File: src/fpec_pkg.sv
`default_nettype none
package fpec_pkg;
	// register byte offsets on the apb window
	localparam logic [7:0] OFS_STATUS = 8'h00;
	localparam logic [7:0] OFS_INDEX = 8'h04;
	localparam logic [7:0] OFS_PARAM = 8'h08;
	localparam logic [7:0] OFS_AVAIL = 8'h0c;
	localparam logic [7:0] OFS_PROT_LO = 8'h10;
	localparam logic [7:0] OFS_PROT_HI = 8'h14;
	localparam logic [7:0] OFS_PROT_CTL = 8'h18;
	localparam logic [7:0] OFS_SECURITY = 8'h1c;
	// flash_status_reg bit positions
	localparam int unsigned ST_CMD_COMPLETE_FLAG = 7;
	localparam int unsigned ST_ACCESS_ERROR_FLAG = 5;
	localparam int unsigned ST_PROTECTION_VIOLATION_FLAG = 4;
	localparam int unsigned ST_MG1 = 1;
	localparam int unsigned ST_MG0 = 0;
	// avail and prot_ctl bit positions
	localparam int unsigned AV_PROG = 0;
	localparam int unsigned AV_ONCE = 1;
	localparam int unsigned AV_ERALL = 2;
	localparam int unsigned PC_PFLASH = 0;
	localparam int unsigned PC_DFLASH = 1;
	localparam logic [2:0] AVAIL_RST = 3'h7;
	localparam logic [1:0] PROT_CTL_RST = 2'h0;
	localparam logic [17:0] PROT_LO_RST = 18'h00000;
	localparam logic [17:0] PROT_HI_RST = 18'h00000;
	// command codes and indexed parameter slots
	localparam logic [7:0] CMD_PROG = 8'h06;
	localparam logic [7:0] CMD_ONCE = 8'h07;
	localparam logic [7:0] CMD_ERALL = 8'h08;
	localparam logic [2:0] IDX_CODE = 3'h0;
	localparam logic [2:0] IDX_LAST = 3'h5;
	localparam int unsigned PARAM_WORDS = 6;
	localparam logic [15:0] ONCE_LAST = 16'h0007;
	// program flash global address window
	localparam logic [17:0] PF_LO = 18'h30000;
	localparam logic [17:0] PF_HI = 18'h3ffff;
	localparam logic [63:0] ERASED_PHRASE = 64'hffff_ffff_ffff_ffff;
	typedef enum logic [1:0] {FOP_READ, FOP_PROG, FOP_ERASE_ALL, FOP_BLANK_ALL} fpec_fop_t;
	typedef enum logic [2:0] {
		SQ_IDLE = 3'b000,
		SQ_BLANK = 3'b001,
		SQ_PROG = 3'b011,
		SQ_VERIFY = 3'b010,
		SQ_ERASE = 3'b110,
		SQ_EVERIFY = 3'b111
	} fpec_state_t;
	typedef struct packed {
		logic valid;
		fpec_fop_t fop;
		logic ifr;
		logic [17:0] addr;
		logic [63:0] wdata;
	} fpec_freq_t;
	typedef struct packed {
		logic ack;
		logic [63:0] rdata;
		logic err;
		logic uncorr;
	} fpec_frsp_t;
endpackage
`default_nettype wire

File: src/fpec_seq.sv
// Notes on behaviour
// software loads code 06, address and four data words at indices 0 to 5.
// software supplies a phrase address with low three bits zero.
// launch programs four words, reads them back, then sets cmd_complete_flag.
// program and write-once raise access error unless index is 5 at launch.
// a command disabled in the current mode raises access error.
// program address outside program flash raises access error.
// program address not phrase aligned raises access error.
// program address inside protected range raises protection violation.
// any verify mismatch or read fault sets verify_error_flag.
// non-correctable verify read error sets uncorrectable_error_flag.
// software loads code 07, phrase index 0..7 and four data words.
// write-once checks blank, programs, verifies; complete flag stays low meanwhile.
// write-once phrase index above 7 raises access error.
// write-once of an already programmed phrase is refused with access error.
// a phrase still reading all ones may be written once again.
// program flash reads return invalid data during write-once.
// software never runs write-once from the block holding the field.
// software programs only erased phrases, never cumulatively.
// erase-everything is code 08 and raises access error unless index is 0.
// erase-everything erases, verifies, and releases security only on clean verify.
// erase-everything with any protection enabled raises protection violation.
// software writes no register while erase-everything runs.
// a launch with access or protection error starts nothing, completes at once.
`timescale 1ns/1ps
`default_nettype none
module fpec_seq
	import fpec_pkg::*;
(
	input wire logic pclk, // bus clock
	input wire logic presetn, // async reset, active low
	input wire logic psel, // apb select
	input wire logic penable, // apb access phase
	input wire logic pwrite, // apb direction
	input wire logic [31:0] paddr, // apb byte address
	input wire logic [31:0] pwdata, // apb write data
	output logic [31:0] prdata, // apb read data
	output logic pready, // apb ready
	output logic pslverr, // apb error on unmapped address
	output fpec_pkg::fpec_freq_t fl_req, // request to flash array
	input wire fpec_pkg::fpec_frsp_t fl_rsp, // answer from flash array
	output logic pf_read_invalid, // program flash reads must be poisoned
	output logic secured // security state
);
	import fpec_pkg::*;

	fpec_state_t state_r, state_nxt;
	logic cmd_complete_flag_r, access_error_flag_r, protection_violation_flag_r, mg1_r, mg0_r, secured_r, once_r, once_nxt;
	logic [2:0] idx_r, avail_r;
	logic [15:0] param_r [PARAM_WORDS];
	logic [17:0] prot_lo_r, prot_hi_r;
	logic [1:0] prot_ctl_r;
	logic [17:0] addr_r;
	logic [63:0] wdata_r;
	fpec_freq_t req_r;

	logic acc_phase, wr_en, hit;
	logic [7:0] ofs;
	logic [7:0] code;
	logic [17:0] gaddr;
	logic pf_valid, prot_hit, chk_acc, chk_fpv, launch, launch_ok;
	logic blank_ok, verify_bad, ever_bad;

	assign acc_phase = psel & penable;
	assign ofs = paddr[7:0];
	assign wr_en = acc_phase & pwrite & hit;
	assign pready = 1'b1;
	assign pslverr = acc_phase & ~hit;

	always_comb
	begin
		hit = 1'b0;
		if (paddr[31:8] == 24'h000000 && paddr[1:0] == 2'b00)
		begin
			unique case (ofs)
				OFS_STATUS, OFS_INDEX, OFS_PARAM, OFS_AVAIL,
				OFS_PROT_LO, OFS_PROT_HI, OFS_PROT_CTL, OFS_SECURITY: hit = 1'b1;
				default: hit = 1'b0;
			endcase
		end
	end

	always_comb
	begin
		prdata = 32'h00000000;
		unique case (ofs)
			OFS_STATUS:
			begin
				prdata[ST_CMD_COMPLETE_FLAG] = cmd_complete_flag_r;
				prdata[ST_ACCESS_ERROR_FLAG] = access_error_flag_r;
				prdata[ST_PROTECTION_VIOLATION_FLAG] = protection_violation_flag_r;
				prdata[ST_MG1] = mg1_r;
				prdata[ST_MG0] = mg0_r;
			end
			OFS_INDEX: prdata[2:0] = idx_r;
			OFS_PARAM: prdata[15:0] = (idx_r <= IDX_LAST) ? param_r[idx_r] : 16'h0000;
			OFS_AVAIL: prdata[2:0] = avail_r;
			OFS_PROT_LO: prdata[17:0] = prot_lo_r;
			OFS_PROT_HI: prdata[17:0] = prot_hi_r;
			OFS_PROT_CTL: prdata[1:0] = prot_ctl_r;
			OFS_SECURITY: prdata[0] = secured_r;
			default: prdata = 32'h00000000;
		endcase
		if (!(acc_phase && !pwrite && hit))
			prdata = 32'h00000000;
	end

	// launch checks, all judged on the write that clears the complete flag
	assign code = param_r[IDX_CODE][15:8];
	assign gaddr = {param_r[0][1:0], param_r[1]};
	assign pf_valid = (gaddr >= PF_LO) && (gaddr <= PF_HI);
	assign prot_hit = prot_ctl_r[PC_PFLASH] && (gaddr >= prot_lo_r) && (gaddr <= prot_hi_r);
	// a pending error blocks a new launch until software clears it
	assign launch = wr_en && ofs == OFS_STATUS && pwdata[ST_CMD_COMPLETE_FLAG] && cmd_complete_flag_r
		&& !access_error_flag_r && !protection_violation_flag_r;

	always_comb
	begin
		chk_acc = 1'b1;
		chk_fpv = 1'b0;
		unique case (code)
			CMD_PROG:
			begin
				chk_acc = idx_r != IDX_LAST || !avail_r[AV_PROG]
					|| !pf_valid || gaddr[2:0] != 3'b000;
				chk_fpv = prot_hit;
			end
			CMD_ONCE:
			begin
				chk_acc = idx_r != IDX_LAST || !avail_r[AV_ONCE]
					|| param_r[1] > ONCE_LAST;
			end
			CMD_ERALL:
			begin
				chk_acc = idx_r != IDX_CODE || !avail_r[AV_ERALL];
				chk_fpv = prot_ctl_r[PC_PFLASH] | prot_ctl_r[PC_DFLASH];
			end
			default: chk_acc = 1'b1;
		endcase
	end
	assign launch_ok = launch && !chk_acc && !chk_fpv;

	assign blank_ok = fl_rsp.rdata == ERASED_PHRASE && !fl_rsp.err && !fl_rsp.uncorr;
	assign verify_bad = fl_rsp.rdata != wdata_r || fl_rsp.err || fl_rsp.uncorr;
	assign ever_bad = fl_rsp.err | fl_rsp.uncorr;

	always_comb
	begin
		state_nxt = state_r;
		unique case (state_r)
			SQ_IDLE:
				if (launch_ok)
				begin
					if (code == CMD_PROG)
						state_nxt = SQ_PROG;
					else if (code == CMD_ONCE)
						state_nxt = SQ_BLANK;
					else
						state_nxt = SQ_ERASE;
				end
			SQ_BLANK:
				if (fl_rsp.ack)
					state_nxt = blank_ok ? SQ_PROG : SQ_IDLE;
			SQ_PROG:
				if (fl_rsp.ack)
					state_nxt = SQ_VERIFY;
			SQ_VERIFY:
				if (fl_rsp.ack)
					state_nxt = SQ_IDLE;
			SQ_ERASE:
				if (fl_rsp.ack)
					state_nxt = SQ_EVERIFY;
			SQ_EVERIFY:
				if (fl_rsp.ack)
					state_nxt = SQ_IDLE;
			default: state_nxt = SQ_IDLE;
		endcase
		once_nxt = launch_ok ? (code == CMD_ONCE) : once_r;
	end

	always_ff @(posedge pclk or negedge presetn)
	begin
		if (!presetn)
		begin
			state_r <= SQ_IDLE;
			once_r <= 1'b0;
			cmd_complete_flag_r <= 1'b1;
			pf_read_invalid <= 1'b0;
		end
		else
		begin
			state_r <= state_nxt;
			once_r <= once_nxt;
			cmd_complete_flag_r <= state_nxt == SQ_IDLE;
			pf_read_invalid <= state_nxt != SQ_IDLE && once_nxt;
		end
	end

	// operands are frozen at launch so stray writes cannot disturb a run
	always_ff @(posedge pclk or negedge presetn)
	begin
		if (!presetn)
		begin
			addr_r <= 18'h00000;
			wdata_r <= 64'h0;
		end
		else if (launch_ok)
		begin
			addr_r <= (code == CMD_ONCE) ? {12'h000, param_r[1][2:0], 3'b000} : gaddr;
			wdata_r <= {param_r[2], param_r[3], param_r[4], param_r[5]};
		end
	end

	always_ff @(posedge pclk or negedge presetn)
	begin
		if (!presetn)
			req_r <= '0;
		else
		begin
			req_r.valid <= state_nxt != SQ_IDLE;
			req_r.ifr <= once_nxt;
			req_r.addr <= launch_ok ? gaddr : addr_r;
			req_r.wdata <= wdata_r;
			unique case (state_nxt)
				SQ_PROG: req_r.fop <= FOP_PROG;
				SQ_ERASE: req_r.fop <= FOP_ERASE_ALL;
				SQ_EVERIFY: req_r.fop <= FOP_BLANK_ALL;
				default: req_r.fop <= FOP_READ;
			endcase
			if (launch_ok && code == CMD_ONCE)
				req_r.addr <= {12'h000, param_r[1][2:0], 3'b000};
			if (launch_ok)
				req_r.wdata <= {param_r[2], param_r[3], param_r[4], param_r[5]};
		end
	end
	assign fl_req = req_r;

	// error flags: set wins over a write-one clear in the same cycle
	always_ff @(posedge pclk or negedge presetn)
	begin
		if (!presetn)
		begin
			access_error_flag_r <= 1'b0;
			protection_violation_flag_r <= 1'b0;
		end
		else
		begin
			if (launch && chk_acc)
				access_error_flag_r <= 1'b1;
			else if (state_r == SQ_BLANK && fl_rsp.ack && fl_rsp.rdata != ERASED_PHRASE)
				access_error_flag_r <= 1'b1;
			else if (wr_en && ofs == OFS_STATUS && pwdata[ST_ACCESS_ERROR_FLAG])
				access_error_flag_r <= 1'b0;
			if (launch && chk_fpv)
				protection_violation_flag_r <= 1'b1;
			else if (wr_en && ofs == OFS_STATUS && pwdata[ST_PROTECTION_VIOLATION_FLAG])
				protection_violation_flag_r <= 1'b0;
		end
	end

	always_ff @(posedge pclk or negedge presetn)
	begin
		if (!presetn)
		begin
			mg1_r <= 1'b0;
			mg0_r <= 1'b0;
		end
		else if (launch)
		begin
			mg1_r <= 1'b0;
			mg0_r <= 1'b0;
		end
		else if (fl_rsp.ack)
		begin
			if ((state_r == SQ_VERIFY && verify_bad) || (state_r == SQ_EVERIFY && ever_bad)
				|| (state_r == SQ_BLANK && ever_bad))
				mg1_r <= 1'b1;
			if (state_r != SQ_PROG && state_r != SQ_ERASE && fl_rsp.uncorr)
				mg0_r <= 1'b1;
		end
	end

	// only a clean whole-space verify unlocks
	always_ff @(posedge pclk or negedge presetn)
	begin
		if (!presetn)
			secured_r <= 1'b1;
		else if (state_r == SQ_EVERIFY && fl_rsp.ack && !ever_bad)
			secured_r <= 1'b0;
	end
	assign secured = secured_r;

	always_ff @(posedge pclk or negedge presetn)
	begin
		if (!presetn)
		begin
			idx_r <= 3'h0;
			avail_r <= AVAIL_RST;
			prot_lo_r <= PROT_LO_RST;
			prot_hi_r <= PROT_HI_RST;
			prot_ctl_r <= PROT_CTL_RST;
		end
		else if (wr_en && cmd_complete_flag_r)
		begin
			unique case (ofs)
				OFS_INDEX: idx_r <= pwdata[2:0];
				OFS_AVAIL: avail_r <= pwdata[2:0];
				OFS_PROT_LO: prot_lo_r <= pwdata[17:0];
				OFS_PROT_HI: prot_hi_r <= pwdata[17:0];
				OFS_PROT_CTL: prot_ctl_r <= pwdata[1:0];
				default: idx_r <= idx_r;
			endcase
		end
	end

	for (genvar g = 0; g < PARAM_WORDS; g++)
	begin : g_param
		always_ff @(posedge pclk or negedge presetn)
		begin
			if (!presetn)
				param_r[g] <= 16'h0000;
			else if (wr_en && cmd_complete_flag_r && ofs == OFS_PARAM && idx_r == 3'(g))
				param_r[g] <= pwdata[15:0];
		end
	end

	a_launch_busy: assert property (@(posedge pclk) disable iff (!presetn)
		launch_ok |=> !cmd_complete_flag_r && fl_req.valid) else $error("launch did not start");
	a_prog_index: assert property (@(posedge pclk) disable iff (!presetn)
		launch && code == CMD_PROG && idx_r != IDX_LAST |=> access_error_flag_r && cmd_complete_flag_r)
		else $error("bad index not flagged");
	a_mode_gate: assert property (@(posedge pclk) disable iff (!presetn)
		launch && code == CMD_ERALL && !avail_r[AV_ERALL] |=> access_error_flag_r)
		else $error("unavailable command not flagged");
	a_addr_range: assert property (@(posedge pclk) disable iff (!presetn)
		launch && code == CMD_PROG && (!pf_valid || gaddr[2:0] != 3'b000) |=> access_error_flag_r)
		else $error("bad program address not flagged");
	a_prot_hit: assert property (@(posedge pclk) disable iff (!presetn)
		launch && code == CMD_PROG && prot_hit |=> protection_violation_flag_r && state_r == SQ_IDLE)
		else $error("protected program not refused");
	a_verify_fail: assert property (@(posedge pclk) disable iff (!presetn)
		state_r == SQ_VERIFY && fl_rsp.ack && fl_rsp.rdata != wdata_r |=> mg1_r && cmd_complete_flag_r)
		else $error("verify mismatch missed");
	a_uncorr_flag: assert property (@(posedge pclk) disable iff (!presetn)
		state_r == SQ_EVERIFY && fl_rsp.ack && fl_rsp.uncorr |=> mg0_r && mg1_r && secured_r)
		else $error("uncorrectable error missed");
	a_once_blank: assert property (@(posedge pclk) disable iff (!presetn)
		launch_ok && code == CMD_ONCE |=> state_r == SQ_BLANK && !cmd_complete_flag_r && pf_read_invalid)
		else $error("write-once did not blank check");
	a_once_refuse: assert property (@(posedge pclk) disable iff (!presetn)
		state_r == SQ_BLANK && fl_rsp.ack && fl_rsp.rdata != ERASED_PHRASE
		|=> access_error_flag_r && state_r == SQ_IDLE) else $error("second write-once allowed");
	a_once_rerun: assert property (@(posedge pclk) disable iff (!presetn)
		state_r == SQ_BLANK && fl_rsp.ack && blank_ok |=> state_r == SQ_PROG)
		else $error("erased phrase refused");
	a_erall_index: assert property (@(posedge pclk) disable iff (!presetn)
		launch && code == CMD_ERALL && idx_r != IDX_CODE |=> access_error_flag_r)
		else $error("erase index not flagged");
	a_unsecure: assert property (@(posedge pclk) disable iff (!presetn)
		state_r == SQ_EVERIFY && fl_rsp.ack && !ever_bad |=> !secured_r && cmd_complete_flag_r)
		else $error("security not released");
	a_no_start: assert property (@(posedge pclk) disable iff (!presetn)
		launch && (chk_acc || chk_fpv) |=> cmd_complete_flag_r && !fl_req.valid)
		else $error("errored launch started");
endmodule
`default_nettype wire

File: config.mk
export PLATFORM = sky130hd
export DESIGN_NAME = fpec_seq
export DESIGN_NICKNAME = d
export VERILOG_FILES = /design/src/fpec_pkg.sv /design/src/fpec_seq.sv
export SDC_FILE = /design/constraint.sdc
export NUM_CORES = 1
export LEC_CHECK = 0
export ABC_AREA = 1
export BUFFER_PORTS_ARGS = -buffer_cell sky130_fd_sc_hd__buf_2
export CAP_MARGIN = 20
export CORE_UTILIZATION = 44
export CTS_CLUSTER_DIAMETER = 120
export DETAILED_ROUTE_END_ITERATION = 8
export PLACE_DENSITY = 0.73
export SLEW_MARGIN = 20
export SYNTH_ARGS = -nofsm -noshare
export SYNTH_HDL_FRONTEND = slang
export SYNTH_SLANG_ARGS = --single-unit
export TNS_END_PERCENT = 20
File: constraint.sdc
create_clock -name pclk -period 2.5 [get_ports pclk]
set_clock_uncertainty 0.15 [all_clocks]
set_input_delay 0 -clock pclk [delete_from_list [all_inputs] [get_ports pclk]]
set_output_delay 0 -clock pclk [all_outputs]
set_load 0.03 [all_outputs]
* Word level (Yosys, flattened, before mapping)
Memory sizes are Yosys's and may differ from the RTL's.
Cells that the tools add are included.
** Storage, ports and cells
- Register bits after elaboration :: 254
- Memories :: 1
- Bits in read-only memories :: 32
- Bits of input ports :: 136
- Word-level logic and storage cells :: 196
- Output and inout bits :: 122
** Memories
- (name not given) :: depth 32, bits a word 1, rd ports 1, clocked after Yosys merged registers in 0, write ports 0, RTL line fpec_seq.sv:75 : unique case (ofs)
** Operators by class
- Mux-type cells :: 43
- $lt $le $gt $ge :: 7
- Eq/ne operators :: 29
- Bitwise gates (word level) :: 8
- Reduce and logical (&&, ||, !) cells :: 83
** Operators by type and width (number)
- two-way mux 18 bit :: 4
- == test 64 bit, second input constant :: 1
- inequality test 64 bit :: 1
- inequality test 64 bit, second input constant :: 1
- binary-select mux 16 bit (select 3 bit) :: 1
- two-way mux 16 bit :: 3
- logical AND 1 bit :: 38
- == test 8 x 5 -> 1 bit, second input constant :: 4
- == test 8 x 3 -> 1 bit, second input constant :: 3
- == test 8 x 4 -> 1 bit, second input constant :: 3
- zero test 24 bit :: 1
- one-hot mux 8 bit (3 select lines) :: 1
- two-way mux 3 bit :: 7
- == test 3 bit, second input constant :: 6
- >= comparator 18 bit :: 1
- >= comparator 18 bit, second input constant :: 1
- less-or-equal comparator 18 bit :: 1
- less-or-equal comparator 18 bit, second input constant :: 1
- > comparator 16 x 3 -> 1 bit, second input constant :: 1
- == test 3 x 2 -> 1 bit, second input constant :: 5
- one-hot mux 3 bit (5 select lines) :: 1
- two-way mux 1 bit :: 14
- AND reduction 2 bit :: 7
- zero test 1 bit :: 12
- 26 further kinds :: 52

* Longest topological paths before layout
Gate-level depths: netlist of run 1.
- Depth in word-level cells :: 15
- Mapped depth :: 19
- Mapped depth without buffers :: 18

* Worst setup path before layout of run 1
OpenSTA, ideal clock, no wires.
- Path type :: reg2reg
- From :: register param_r (netlist bit gaddr[17])
- To :: register req_r (netlist bit fl_req[33])
- Stages on the path, launching flop included :: 17
- Period minus slack after synthesis :: 2.249 ns
- Buffers on the path :: 2
- Required time :: 2.232 ns
- Arrival :: 1.981 ns
- Library setup time :: 0.118 ns
- Setup slack :: 0.251 ns
- Cells stage by stage :: dfrtp_1 ha_1 nand2_1 nor2_1 nand2_1 nor2_1 nor2_1 nand2_1 nand2_1 nand3_1 nand2_1 nor2_8 inv_2 buf_6 buf_6 nand2_1 nand2_1
** On the way
- Longest elaborated chain between the ends :: 9
- Elaborated cells between the ends (all ways) :: 16
- Those cells by class :: 4 x order compare; 2 x mux; 10 x reduce/logical
** Ends and longest elaborated chain
- start: declaration :: RTL line fpec_seq.sv:50 : logic [15:0] param_r [PARAM_WORDS];
- start signal: indexed assignment :: RTL line fpec_seq.sv:323 : param_r[g] <= pwdata[15:0];
- >= comparator 18 bit or less-or-equal comparator 18 bit (tied branches) :: RTL line fpec_seq.sv:111 : assign pf_valid = (gaddr >= PF_LO) && (gaddr <= PF_HI);
- logical AND 1 bit :: RTL line fpec_seq.sv:111
- zero test 1 bit :: RTL line fpec_seq.sv:125 : || !pf_valid || gaddr[2:0] != 3'b000;
- logical OR 1 bit (2 in series) :: RTL line fpec_seq.sv:125
- one-hot mux 1 bit (3 select lines) :: RTL line fpec_seq.sv:121 : unique case (code)
- zero test 1 bit :: RTL line fpec_seq.sv:141 : assign launch_ok = launch && !chk_acc && !chk_fpv;
- logical AND 1 bit :: RTL line fpec_seq.sv:141
- logical AND 1 bit * :: RTL line fpec_seq.sv:141
- end: declaration :: RTL line fpec_seq.sv:55 : fpec_freq_t req_r;
Mark *: on every way between the ends. The rest lies on a longest branch, timed or not.
A chain may end at the register's enable or synchronous reset.

* Worst setup path in the final report of run 1
- From :: register idx_r[1]
- To :: output port prdata[4]
** On the way
- Longest elaborated chain between the ends :: 7
- Elaborated cells between the ends (all ways) :: 8
- Those cells by class :: 1 x order compare; 6 x mux; 1 x bitwise
** Ends and longest elaborated chain
- start: declaration :: RTL line fpec_seq.sv:49 : logic [2:0] idx_r, avail_r;
- start signal: assignment :: RTL line fpec_seq.sv:306 : OFS_INDEX: idx_r <= pwdata[2:0];
- start signal: assignment :: RTL line fpec_seq.sv:311 : default: idx_r <= idx_r;
- NOT 3 -> 4 bit (implied by the code) :: RTL line fpec_seq.sv:96 : OFS_PARAM: prdata[15:0] = (idx_r <= IDX_LAST) ? param_r[idx_r] : 16'h0000;
- binary-select mux 16 bit (select 3 bit) :: RTL line fpec_seq.sv:96
- two-way mux 16 bit (implied by the code) (2 in series) :: RTL line fpec_seq.sv:96
- two-way mux 16 bit * :: RTL line fpec_seq.sv:96
- one-hot mux 2 bit (4 select lines) * :: RTL line fpec_seq.sv:86 : unique case (ofs)
- two-way mux 18 bit * :: RTL line fpec_seq.sv:104 : if (!(acc_phase && !pwrite && hit))
- end: declaration :: RTL line fpec_seq.sv:37 : output logic [31:0] prdata,
Mark *: on every way between the ends. The rest lies on a longest branch, timed or not. The select of a mux whose other input is x is not followed.

==> flow_summary.yaml, run 1 <==
critical_path:
  cp.arrival_ns: 2.41
  r2r_end: "fl_req[76]"
  path_buf_inv: 4
  cp_top_family: "buffers and inverters"
  endpoint_kind: "primary output"
  crit_path_max_incr_delay_ns: 0.46
  path_common_cell: "buf_12"
  r2r_start: "gaddr[8]"
  crit_type: "reg -> out"
  cp-start-kind: "flop"
  timing.critical_path.cells: "buf_12 > nor2_4 > inv_2 > buf_12 > o22ai_2 > o21a_1 > nor3_2 > a211oi_1 > nor2_1 > buf_4"
  worst-path-max-fanout: 14
  slowest_stage: "dfrtp_2"
  regToRegSetupSlack_ns: -0.01
  ff2ff_path_depth: 15
  cp_data_required_time_ns: 2.35
timing:
  hold_ws_ns: 0.0550
  fmax_mhz: 391
  slew_violations: 0
  fin_crit_sh_pct: 102
  timing.slew.headroom_pct: 42.3
  rsz0062_at_grt: "true"
  period_needed_ns: 2.56
  hold_viol: 0
  layout_setup_ws_ns: -0.0582
  tightest_slew_ns: 0.865
  final-setup-viol-count: 10
placed_design:
  dp_hpwl_um: 30000
  postPlaceCellArea_um2: 15100
  io_buffers: 228
  dp.cells: 2253
  routabilityCongestion: 0.971
  dp_slack_ns: -0.108
layout:
  areaGrowthSynthToFinish_pct: 32.8
  multi_input_area_um2: 6220
  mostFrequentLayoutCells: "466 x nand2_1, 242 x dfrtp_1, 213 x buf_2"
  final_common_cell: "nand2_1"
  nNetsFinal: 2135
  antennaDiodeCount: 0
  finalNonFillerCells: 2368
  final_cell_area_um2: 17300
  fill_cells: 2424
  regArea_um2: 6370
  drive_gt1_share_pct: 26.1
outcome:
  failed_checks: "negative setup slack"
  status: "finished, violations left"
global_routing:
  grt_pass1_vias: 12000
  overflow: 0
  antenna_found_initial: 1
  grt_max_degree: 76
  grt_pass1_wl_um: 65000
  grt_use_total_pct: 27.3
pwr:
  total_power_w: 0.00845
  power_per_cell_area_nw_per_um2: 489
  leakage_nw: 8.49
  peakVddDrop_uv: 561
drt:
  wl_per_cell_um: 18.0
  dr.pass1.iters: 6
  wl_um: 42700
  vias_per_cell: 5.43
  drc_errors: 0
  vias: 12900
  drt_first_iter_violations: 1538
  postRouteAntennaNets: 0
clock_network:
  h-tree-depth: 1
  cts.sinks: 254
  clkLatencyLatePin_ns: 0.54
  cts-root-buf: "clkbuf_16"
  cts_max_path_buffers: 3
  clk_pin_slew_ns: 0.06
  numCtsBuffers: 27
  cts_tree: "done"
die:
  fp.coreArea_um2: 28900
  dieArea_um2: 30300
  pin_count: 258
  rows: 62
  die_w_um: 174
  die_h_um: 174
  initial_core_util_pct: 45.0
yosys:
  synth-seq-cells: 254
  ys_seq_area_share_pct: 48.9
  ys_async_sr_fraction_pct: 100
  avgSynthCellArea_um2: 8.05
  synth-edff-count: 0
  yosys.area.top_type_share_pct: 47.9
  synth_cell_types: 48
  yosys_warnings: 0
  netlist_top_cells_area: "dfrtp_1 48%, nand2_1 14%, o21ai_0 7.0%, inv_1 4.7%, ha_1 3.5%"
  syn_area_um2: 13000
  syn_inst: 1616
  yosysTopAreaCell: "dfrtp_1"
  ys.flop_type: "dfrtp_1"
worst_hold_path:
  hold_start: "paddr[0]"
  whs_path_depth: 8
  min_delay_worst_endpoint: "idx_r[0]"
  hp-class: "in -> reg"
job:
  maxCapViolCount: 0
==> cells by family after synthesis <==
kind of cell	synth area share, %
buffers and inverters	7.99
AND/OR/NAND/NOR	22.8
flip-flops	48.9
AO/OA/AOI/OAI	13.6
XOR/XNOR	3.16
other	0.0577
adder cells (fa/ha/maj)	3.46
==> per-layer routing <==
metal  share of wire (%)  global-route usage, %  up-vias
li1                    -                      -     5957
met1                  41                   37.7     6132
met2                  46                   43.8      658
met3                 8.5                   3.37      114
met4                 3.9                   10.4        0
met5                   0                      0        -
==> how the worst max path moves through the flow <==
stage,depth (start not counted),slack [ns],start,endpoint
finish,10,-0.06,idx_r[1],prdata[4]
global route,16,-0.14,prot_hi_r[8],fl_req[76]
CTS,15,0.001,gaddr[17],fl_req[85]
detailed placement,15,-0.11,gaddr[17],fl_req[85]
global placement,15,-0.02,gaddr[5],fl_req[59]
floorplan,16,0.25,gaddr[17],fl_req[33]
==> cell usage after synthesis, types with 4 or more instances <==
master	instances
buf_1	4
inv_2	6
or2_2	12
inv_1	164
nand2_1	483
nor2_1	106
o31ai_1	4
o21ai_0	182
nand4_1	32
nor3_1	16
o2111ai_1	4
dfrtp_1	249
o211ai_1	7
clkbuf_1	38
o22ai_1	40
o221ai_1	14
dfstp_2	5
a31oi_1	13
nor2_2	6
ha_1	36
buf_4	17
o21ai_1	18
a21oi_1	16
nand3_1	50
xnor2_1	45
buf_2	12
buf_6	4
==> worst register-to-register path, delay by kind of cell (launching register included) <==
family	cells	cell delay, ns
simple gates	12	1.26
fa+ha+maj	1	0.31
flops	1	0.41
buf+inv	2	0.31
==> repair_timing <==
action                                  in CTS  in global routing
buffers inserted                             5                 14
hold endpoints to repair                   401                  0
hold buffers                                41                  0
pin swaps                                    8                 28
endpoints found under the setup margin     117                122
cloned                                       1                  4
resized for setup                           62                 92
==> layout make-up <==
cell class              count  share of cell area (%)
clock inverters             9                   0.463
flip-flops and latches    254                    36.9
clock buffers              41                    4.45
inverters                 173                    3.82
repair buffers            380                    15.6
well taps                 384                    2.78
multi-input cells        1127                    36.0
==> flip-flops by register name, summed over array words and instances, names as in the netlist, 8 cells and up <==
signal / flops
addr_r: 18
code: 8
fl_req: 86
gaddr: 18
param_r: 70
prot_hi_r: 18
prot_lo_r: 18
==> where the power goes <==
part	total, W	internal (W)	switching (W)
combinational	0.000460	0.000170	0.000290
clock	0.00388	0.00222	0.00165
sequential	0.00412	0.00412	0.00000305
total	0.00845	0.00651	0.00194
==> through the flow <==
step	util [%]	setup TNS, ns
final	59.7	-0.192
after global routing	59.7	-10.36
after CTS	57.5	0
after detailed placement	52.0	-3.45
after global placement	52.0	-0.627
after floorplan	-	0
Power figures use the tool's default switching activity.
==> inputs of run 2 (changes only) <==
--- a/config.mk
+++ b/config.mk
@@ -11,7 +11,7 @@
 export CORE_UTILIZATION = 44
 export CTS_CLUSTER_DIAMETER = 120
 export DETAILED_ROUTE_END_ITERATION = 8
-export PLACE_DENSITY = 0.73
+export PLACE_DENSITY = 0.76
 export SLEW_MARGIN = 20
 export SYNTH_ARGS = -nofsm -noshare
 export SYNTH_HDL_FRONTEND = slang
==> constraint.sdc (replaced) <==
create_clock -name pclk -period 2.15 [get_ports pclk]
set_clock_uncertainty 0.15 [all_clocks]
set_input_delay 0 -clock pclk [delete_from_list [all_inputs] [get_ports pclk]]
set_output_delay 0 -clock pclk [all_outputs]
set_load 0.03 [all_outputs]
==> run 2 against run 1 <==
The flow finishes with violations (negative hold slack, negative setup slack); sequential power rose by 16%; clock-buffer cell count is 7 lower; via count grew 4.6%; routed wire length grew 8.4%; register-to-register slack got worse by 0.45 ns; power grew 22%; global-route usage is 1.8 points higher; critical path depth up 7; critical path type is now reg -> reg; largest power group is now clock.
==> flow_summary.yaml, run 2 (synthesis results as in run 1) <==
outcome:
  status: "finished, violations left"
  failed_checks: "negative hold slack, negative setup slack"
die:
  fp.coreArea_um2: 28900
  initial_core_util_pct: 45.0
  die_w_um: 174
  pin_count: 258
  die_h_um: 174
  dieArea_um2: 30300
  rows: 62
timing:
  rsz0062_at_grt: "true"
  fin_crit_sh_pct: 121
  layout_setup_ws_ns: -0.458
  tightest_slew_ns: 1.05
  final-setup-viol-count: 126
  slew_violations: 0
  hold_viol: 1
  timing.slew.headroom_pct: 29.8
  hold_ws_ns: -0.00398
  fmax_mhz: 384
  period_needed_ns: 2.61
critical_path:
  cp_data_required_time_ns: 2.42
  cp.arrival_ns: 2.88
  crit_type: "reg -> reg"
  endpoint_kind: "flop"
  worst-path-max-fanout: 7
  cp-start-kind: "flop"
global_routing:
  grt_pass1_vias: 13100
  overflow: 0
  antenna_found_initial: 0
  grt_pass1_wl_um: 69300
  grt_max_degree: 68
  grt_use_total_pct: 29.0
drt:
  drc_errors: 0
  dr.pass1.iters: 6
  postRouteAntennaNets: 0
  wl_per_cell_um: 18.9
  wl_um: 46300
  drt_first_iter_violations: 1386
  vias: 13500
  vias_per_cell: 5.49
placed_design:
  dp_hpwl_um: 31200
  postPlaceCellArea_um2: 15600
  dp_slack_ns: -0.348
  routabilityCongestion: 0.966
  dp.cells: 2315
  io_buffers: 228
job:
  maxCapViolCount: 0
clock_network:
  cts-root-buf: "clkbuf_16"
  h-tree-depth: 1
  cts_max_path_buffers: 3
  cts_tree: "done"
  clk_pin_slew_ns: 0.06
  cts.sinks: 254
  clkLatencyLatePin_ns: 0.55
  numCtsBuffers: 27
layout:
  final_cell_area_um2: 18500
  final_common_cell: "nand2_1"
  nNetsFinal: 2222
  largest_reg_flops: 86
  finalNonFillerCells: 2453
  antennaDiodeCount: 0
  fill_cells: 2241
  mostFrequentLayoutCells: "431 x nand2_1, 242 x dfrtp_1, 212 x buf_2"
  drive_gt1_share_pct: 31.8
  areaGrowthSynthToFinish_pct: 42.3
pwr:
  power_per_cell_area_nw_per_um2: 556
  peakVddDrop_uv: 621
  leakage_nw: 9.22
  total_power_w: 0.0103
worst_hold_path:
  hp-class: "in -> reg"
-- run 2: cell types whose count changed in the layout (fill, tap and decap cells not counted), sizes merged, moves of 2 or more --
cell and change:
buf +76, clkbuf -8, dlygate4sd3 +8, bufinv +4, bufbuf +2, clkinv +2
-- run 2: worst max-delay path, stage by stage, from the launching register on --
cell	delay (ns)
dfrtp_1	0.43
ha_1	0.32
nand2_2	0.10
nor2_4	0.04
buf_4	0.12
nand2_1	0.06
nand2_1	0.06
nor2_1	0.14
nand2_1	0.08
nand2_2	0.09
nand3_4	0.12
nand2_4	0.11
nor2_8	0.06
buf_6	0.12
buf_12	0.15
clkbuf_16	0.17
nand2_1	0.08
nand2_1	0.06
-- run 2: what timing repair did --
item | CTS | global route
resized for setup | 128 | 135
cloned | 7 | 6
setup buffers | 11 | 18
hold buffers | 49 | 0
endpoints found under the hold margin | 407 | 0
pin swaps | 33 | 43
setup endpoints to repair | 124 | 128
-- run 2: per-layer routing --
metal  vias to the layer above  global-route usage [%]  wire length (µm)
li1                       6134                       -                 -
met1                      6450                    37.2             18100
met2                       708                    46.5             21400
met3                       164                    6.39              4300
met4                         0                    14.4              2470
met5                         -                       0                 0
-- run 2: cell type report --
cell class	count	area, µm²	area share, %
flip-flops and latches	254	6370	34.4
well taps	384	480	2.59
multi-input cells	1127	6490	35.1
clock inverters	14	203	1.09
clock buffers	34	732	3.95
repair inverters	1	8.76	0.0473
inverters	173	668	3.61
repair buffers	466	3570	19.3
-- run 2: power by group --
group | internal, W | leakage, nW | switching [W] | total (W)
logic | 0.000207 | 5.27 | 0.000347 | 0.000554
clock network | 0.00300 | 0.466 | 0.00195 | 0.00495
registers | 0.00478 | 3.49 | 0.00000352 | 0.00479
total | 0.00800 | 9.22 | 0.00230 | 0.0103
-- run 2: through the flow --
step	TNS, ns	util [%]
floorplan	-0.965	-
global placement	-21.29	53.8
detailed placement	-25.38	53.8
CTS	-29.73	61.3
global route	-54.67	64.0
finish	-44.75	64.0
-- run 2: path summary, 6_finish.rpt --
check | start | end | slack (ns) | cells after the start
min | penable | idx_r[0] | -0.004 | 6
max | gaddr[15] | fl_req[51] | -0.46 | 17
max reg2reg | gaddr[15] | fl_req[51] | -0.46 | 17
min in group asynchronous | presetn | fl_req[77] | 0.38 | 3
max in group asynchronous | presetn | avail_r[1] | 0.75 | 4
min reg2reg | addr_r[15] | addr_r[15] | 0.33 | 2
==> inputs of run 3 (changes only) <==
--- a/config.mk
+++ b/config.mk
@@ -8,10 +8,10 @@
 export ABC_AREA = 1
 export BUFFER_PORTS_ARGS = -buffer_cell sky130_fd_sc_hd__buf_2
 export CAP_MARGIN = 20
-export CORE_UTILIZATION = 44
+export CORE_UTILIZATION = 50
 export CTS_CLUSTER_DIAMETER = 120
 export DETAILED_ROUTE_END_ITERATION = 8
-export PLACE_DENSITY = 0.76
+export PLACE_DENSITY = 0.83
 export SLEW_MARGIN = 20
 export SYNTH_ARGS = -nofsm -noshare
 export SYNTH_HDL_FRONTEND = slang
==> run 3 against run 2 <==
The run ends with negative setup slack left; worst setup slack improved by 0.086 ns; sequential cell count unchanged; power increased by 2.3%; combinational power decreased by 3%; critical path type unchanged; critical endpoint is now fl_req[74].
==> flow_summary.yaml, run 3 (synthesis results as in run 1) <==
clock_network:
  cts-root-buf: "clkbuf_16"
  cts.sinks: 254
  cts_tree: "done"
  numCtsBuffers: 26
  clk_pin_slew_ns: 0.07
  clkLatencyLatePin_ns: 0.54
  cts_max_path_buffers: 3
  h-tree-depth: 1
critical_path:
  cp_data_required_time_ns: 2.47
  r2r_start: "gaddr[5]"
  cp.arrival_ns: 2.84
  worst-path-max-fanout: 10
  crit_type: "reg -> reg"
  cp-start-kind: "flop"
  ff2ff_path_depth: 15
  endpoint_kind: "flop"
  regToRegSetupSlack_ns: -0.37
  r2r_end: "fl_req[74]"
die:
  initial_core_util_pct: 51.4
  rows: 58
  fp.coreArea_um2: 25300
  dieArea_um2: 26700
  pin_count: 258
  die_h_um: 163
  die_w_um: 163
drt:
  wl_per_cell_um: 18.5
  wl_met2_um: 20700
  wl_um: 43500
  dr.pass1.iters: 6
  vias: 13200
  top_layer_used: "met4"
  vias_per_cell: 5.62
  drt_first_iter_violations: 1355
  wirelength_met1_um: 17300
  drc_errors: 0
  postRouteAntennaNets: 0
  wl_met3_um: 3530
placed_design:
  routabilityCongestion: 0.950
  io_buffers: 228
  dp_hpwl_um: 30600
  dp.cells: 2249
pwr:
  peakVddDrop_uv: 636
  power_per_cell_area_nw_per_um2: 597
  leakage_nw: 8.77
layout:
  drive_gt1_share_pct: 28.1
  final_common_cell: "nand2_1"
  finalNonFillerCells: 2348
  nNetsFinal: 2170
  mostFrequentLayoutCells: "461 x nand2_1, 243 x dfrtp_1, 211 x buf_2"
  multi_input_area_um2: 6260
  areaGrowthSynthToFinish_pct: 35.6
  antennaDiodeCount: 0
  largest_reg_flops: 86
  fill_cells: 1870
  regArea_um2: 6370
timing:
  layout_setup_ws_ns: -0.372
  slew_violations: 0
  period_needed_ns: 2.52
  hold_viol: 0
  fmax_mhz: 397
  tightest_slew_ns: 0.607
  final-setup-viol-count: 125
  rsz0062_at_grt: "true"
  timing.slew.headroom_pct: 59.5
  final.setup.tns_ns: -33.24
  fin_crit_sh_pct: 117
  hold_ws_ns: 0.0489
outcome:
  failed_checks: "negative setup slack"
  status: "finished, violations left"
global_routing:
  grt_use_total_pct: 32.1
  grt_max_degree: 70
  overflow: 0
  grt_pass1_wl_um: 66300
  antenna_found_initial: 0
  grt_pass1_vias: 12700
job:
  maxCapViolCount: 0
worst_hold_path:
  hp-class: "in -> reg"
  whs_path_depth: 6
  min_delay_worst_endpoint: "idx_r[0]"
  hold_start: "penable"
-- run 3: layout make-up --
class / instances / share of cell area, %
flip-flops and latches: 254 / 36.1
well taps: 330 / 2.34
clock inverters: 15 / 1.45
repair buffers: 416 / 16.7
inverters: 173 / 3.76
multi-input cells: 1127 / 35.5
clock buffers: 33 / 4.18
-- run 3: worst max-delay path by stage --
stage                     depth (start not counted)    endpoint  slack (ns)  startpoint
after floorplan                                  16  fl_req[33]       -0.03    gaddr[7]
after global placement                           15  fl_req[67]       -0.26    gaddr[2]
after detailed placement                         15  fl_req[67]       -0.30    gaddr[2]
after CTS                                        10   prdata[4]       -0.27    idx_r[0]
after global routing                             17  fl_req[83]       -0.49    gaddr[8]
final                                            15  fl_req[74]       -0.37    gaddr[5]
-- run 3: metrics by stage --
stage	worst slack [ns]	util, %	power [W]	instance area, µm²
finish	-0.372	69.7	0.0105	17600
global placement	-0.257	60.9	0.00534	15400
detailed placement	-0.302	60.9	0.00536	15400
CTS	-0.270	68.3	0.0105	17300
global route	-0.489	69.7	0.0108	17600
floorplan	-0.0314	-	0.00506	13100
-- run 3: worst max-delay path, stage by stage (launching register included) --
cell and delay [ns]:
dfrtp_1 0.43, ha_4 0.29, nand2_2 0.06, nor2_2 0.17
nand3_2 0.08, nor2_1 0.09, nor2_1 0.05, nand2_1 0.06
nand2_1 0.06, nand3_2 0.12, nand2_4 0.09, nor2_8 0.24
buf_12 0.19, buf_8 0.15, nand3_1 0.12, nand2_1 0.10
-- run 3: timing repair --
action / 4_1_cts / 5_1_grt
gates resized for setup: 134 / 55
hold buffers: 34 / 0
endpoints found under the setup margin: 125 / 131
endpoints found under the hold margin: 406 / 0
gates cloned: 1 / 1
setup buffers: 9 / 7
pin swaps: 20 / 24
-- run 3: routing by layer --
metal,GRT usage [%],vias up
met4,13.6,0
li1,-,6022
met1,41.1,6330
met2,53.9,700
met3,4.95,144
met5,0,-
-- run 3: power by group --
part / switching [W] / total, W / leakage, nW / internal, W
clock network: 0.00194 / 0.00520 / 0.491 / 0.00327
registers: 0.00000353 / 0.00479 / 3.49 / 0.00478
logic: 0.000342 / 0.000535 / 4.79 / 0.000193
total: 0.00228 / 0.0105 / 8.77 / 0.00825
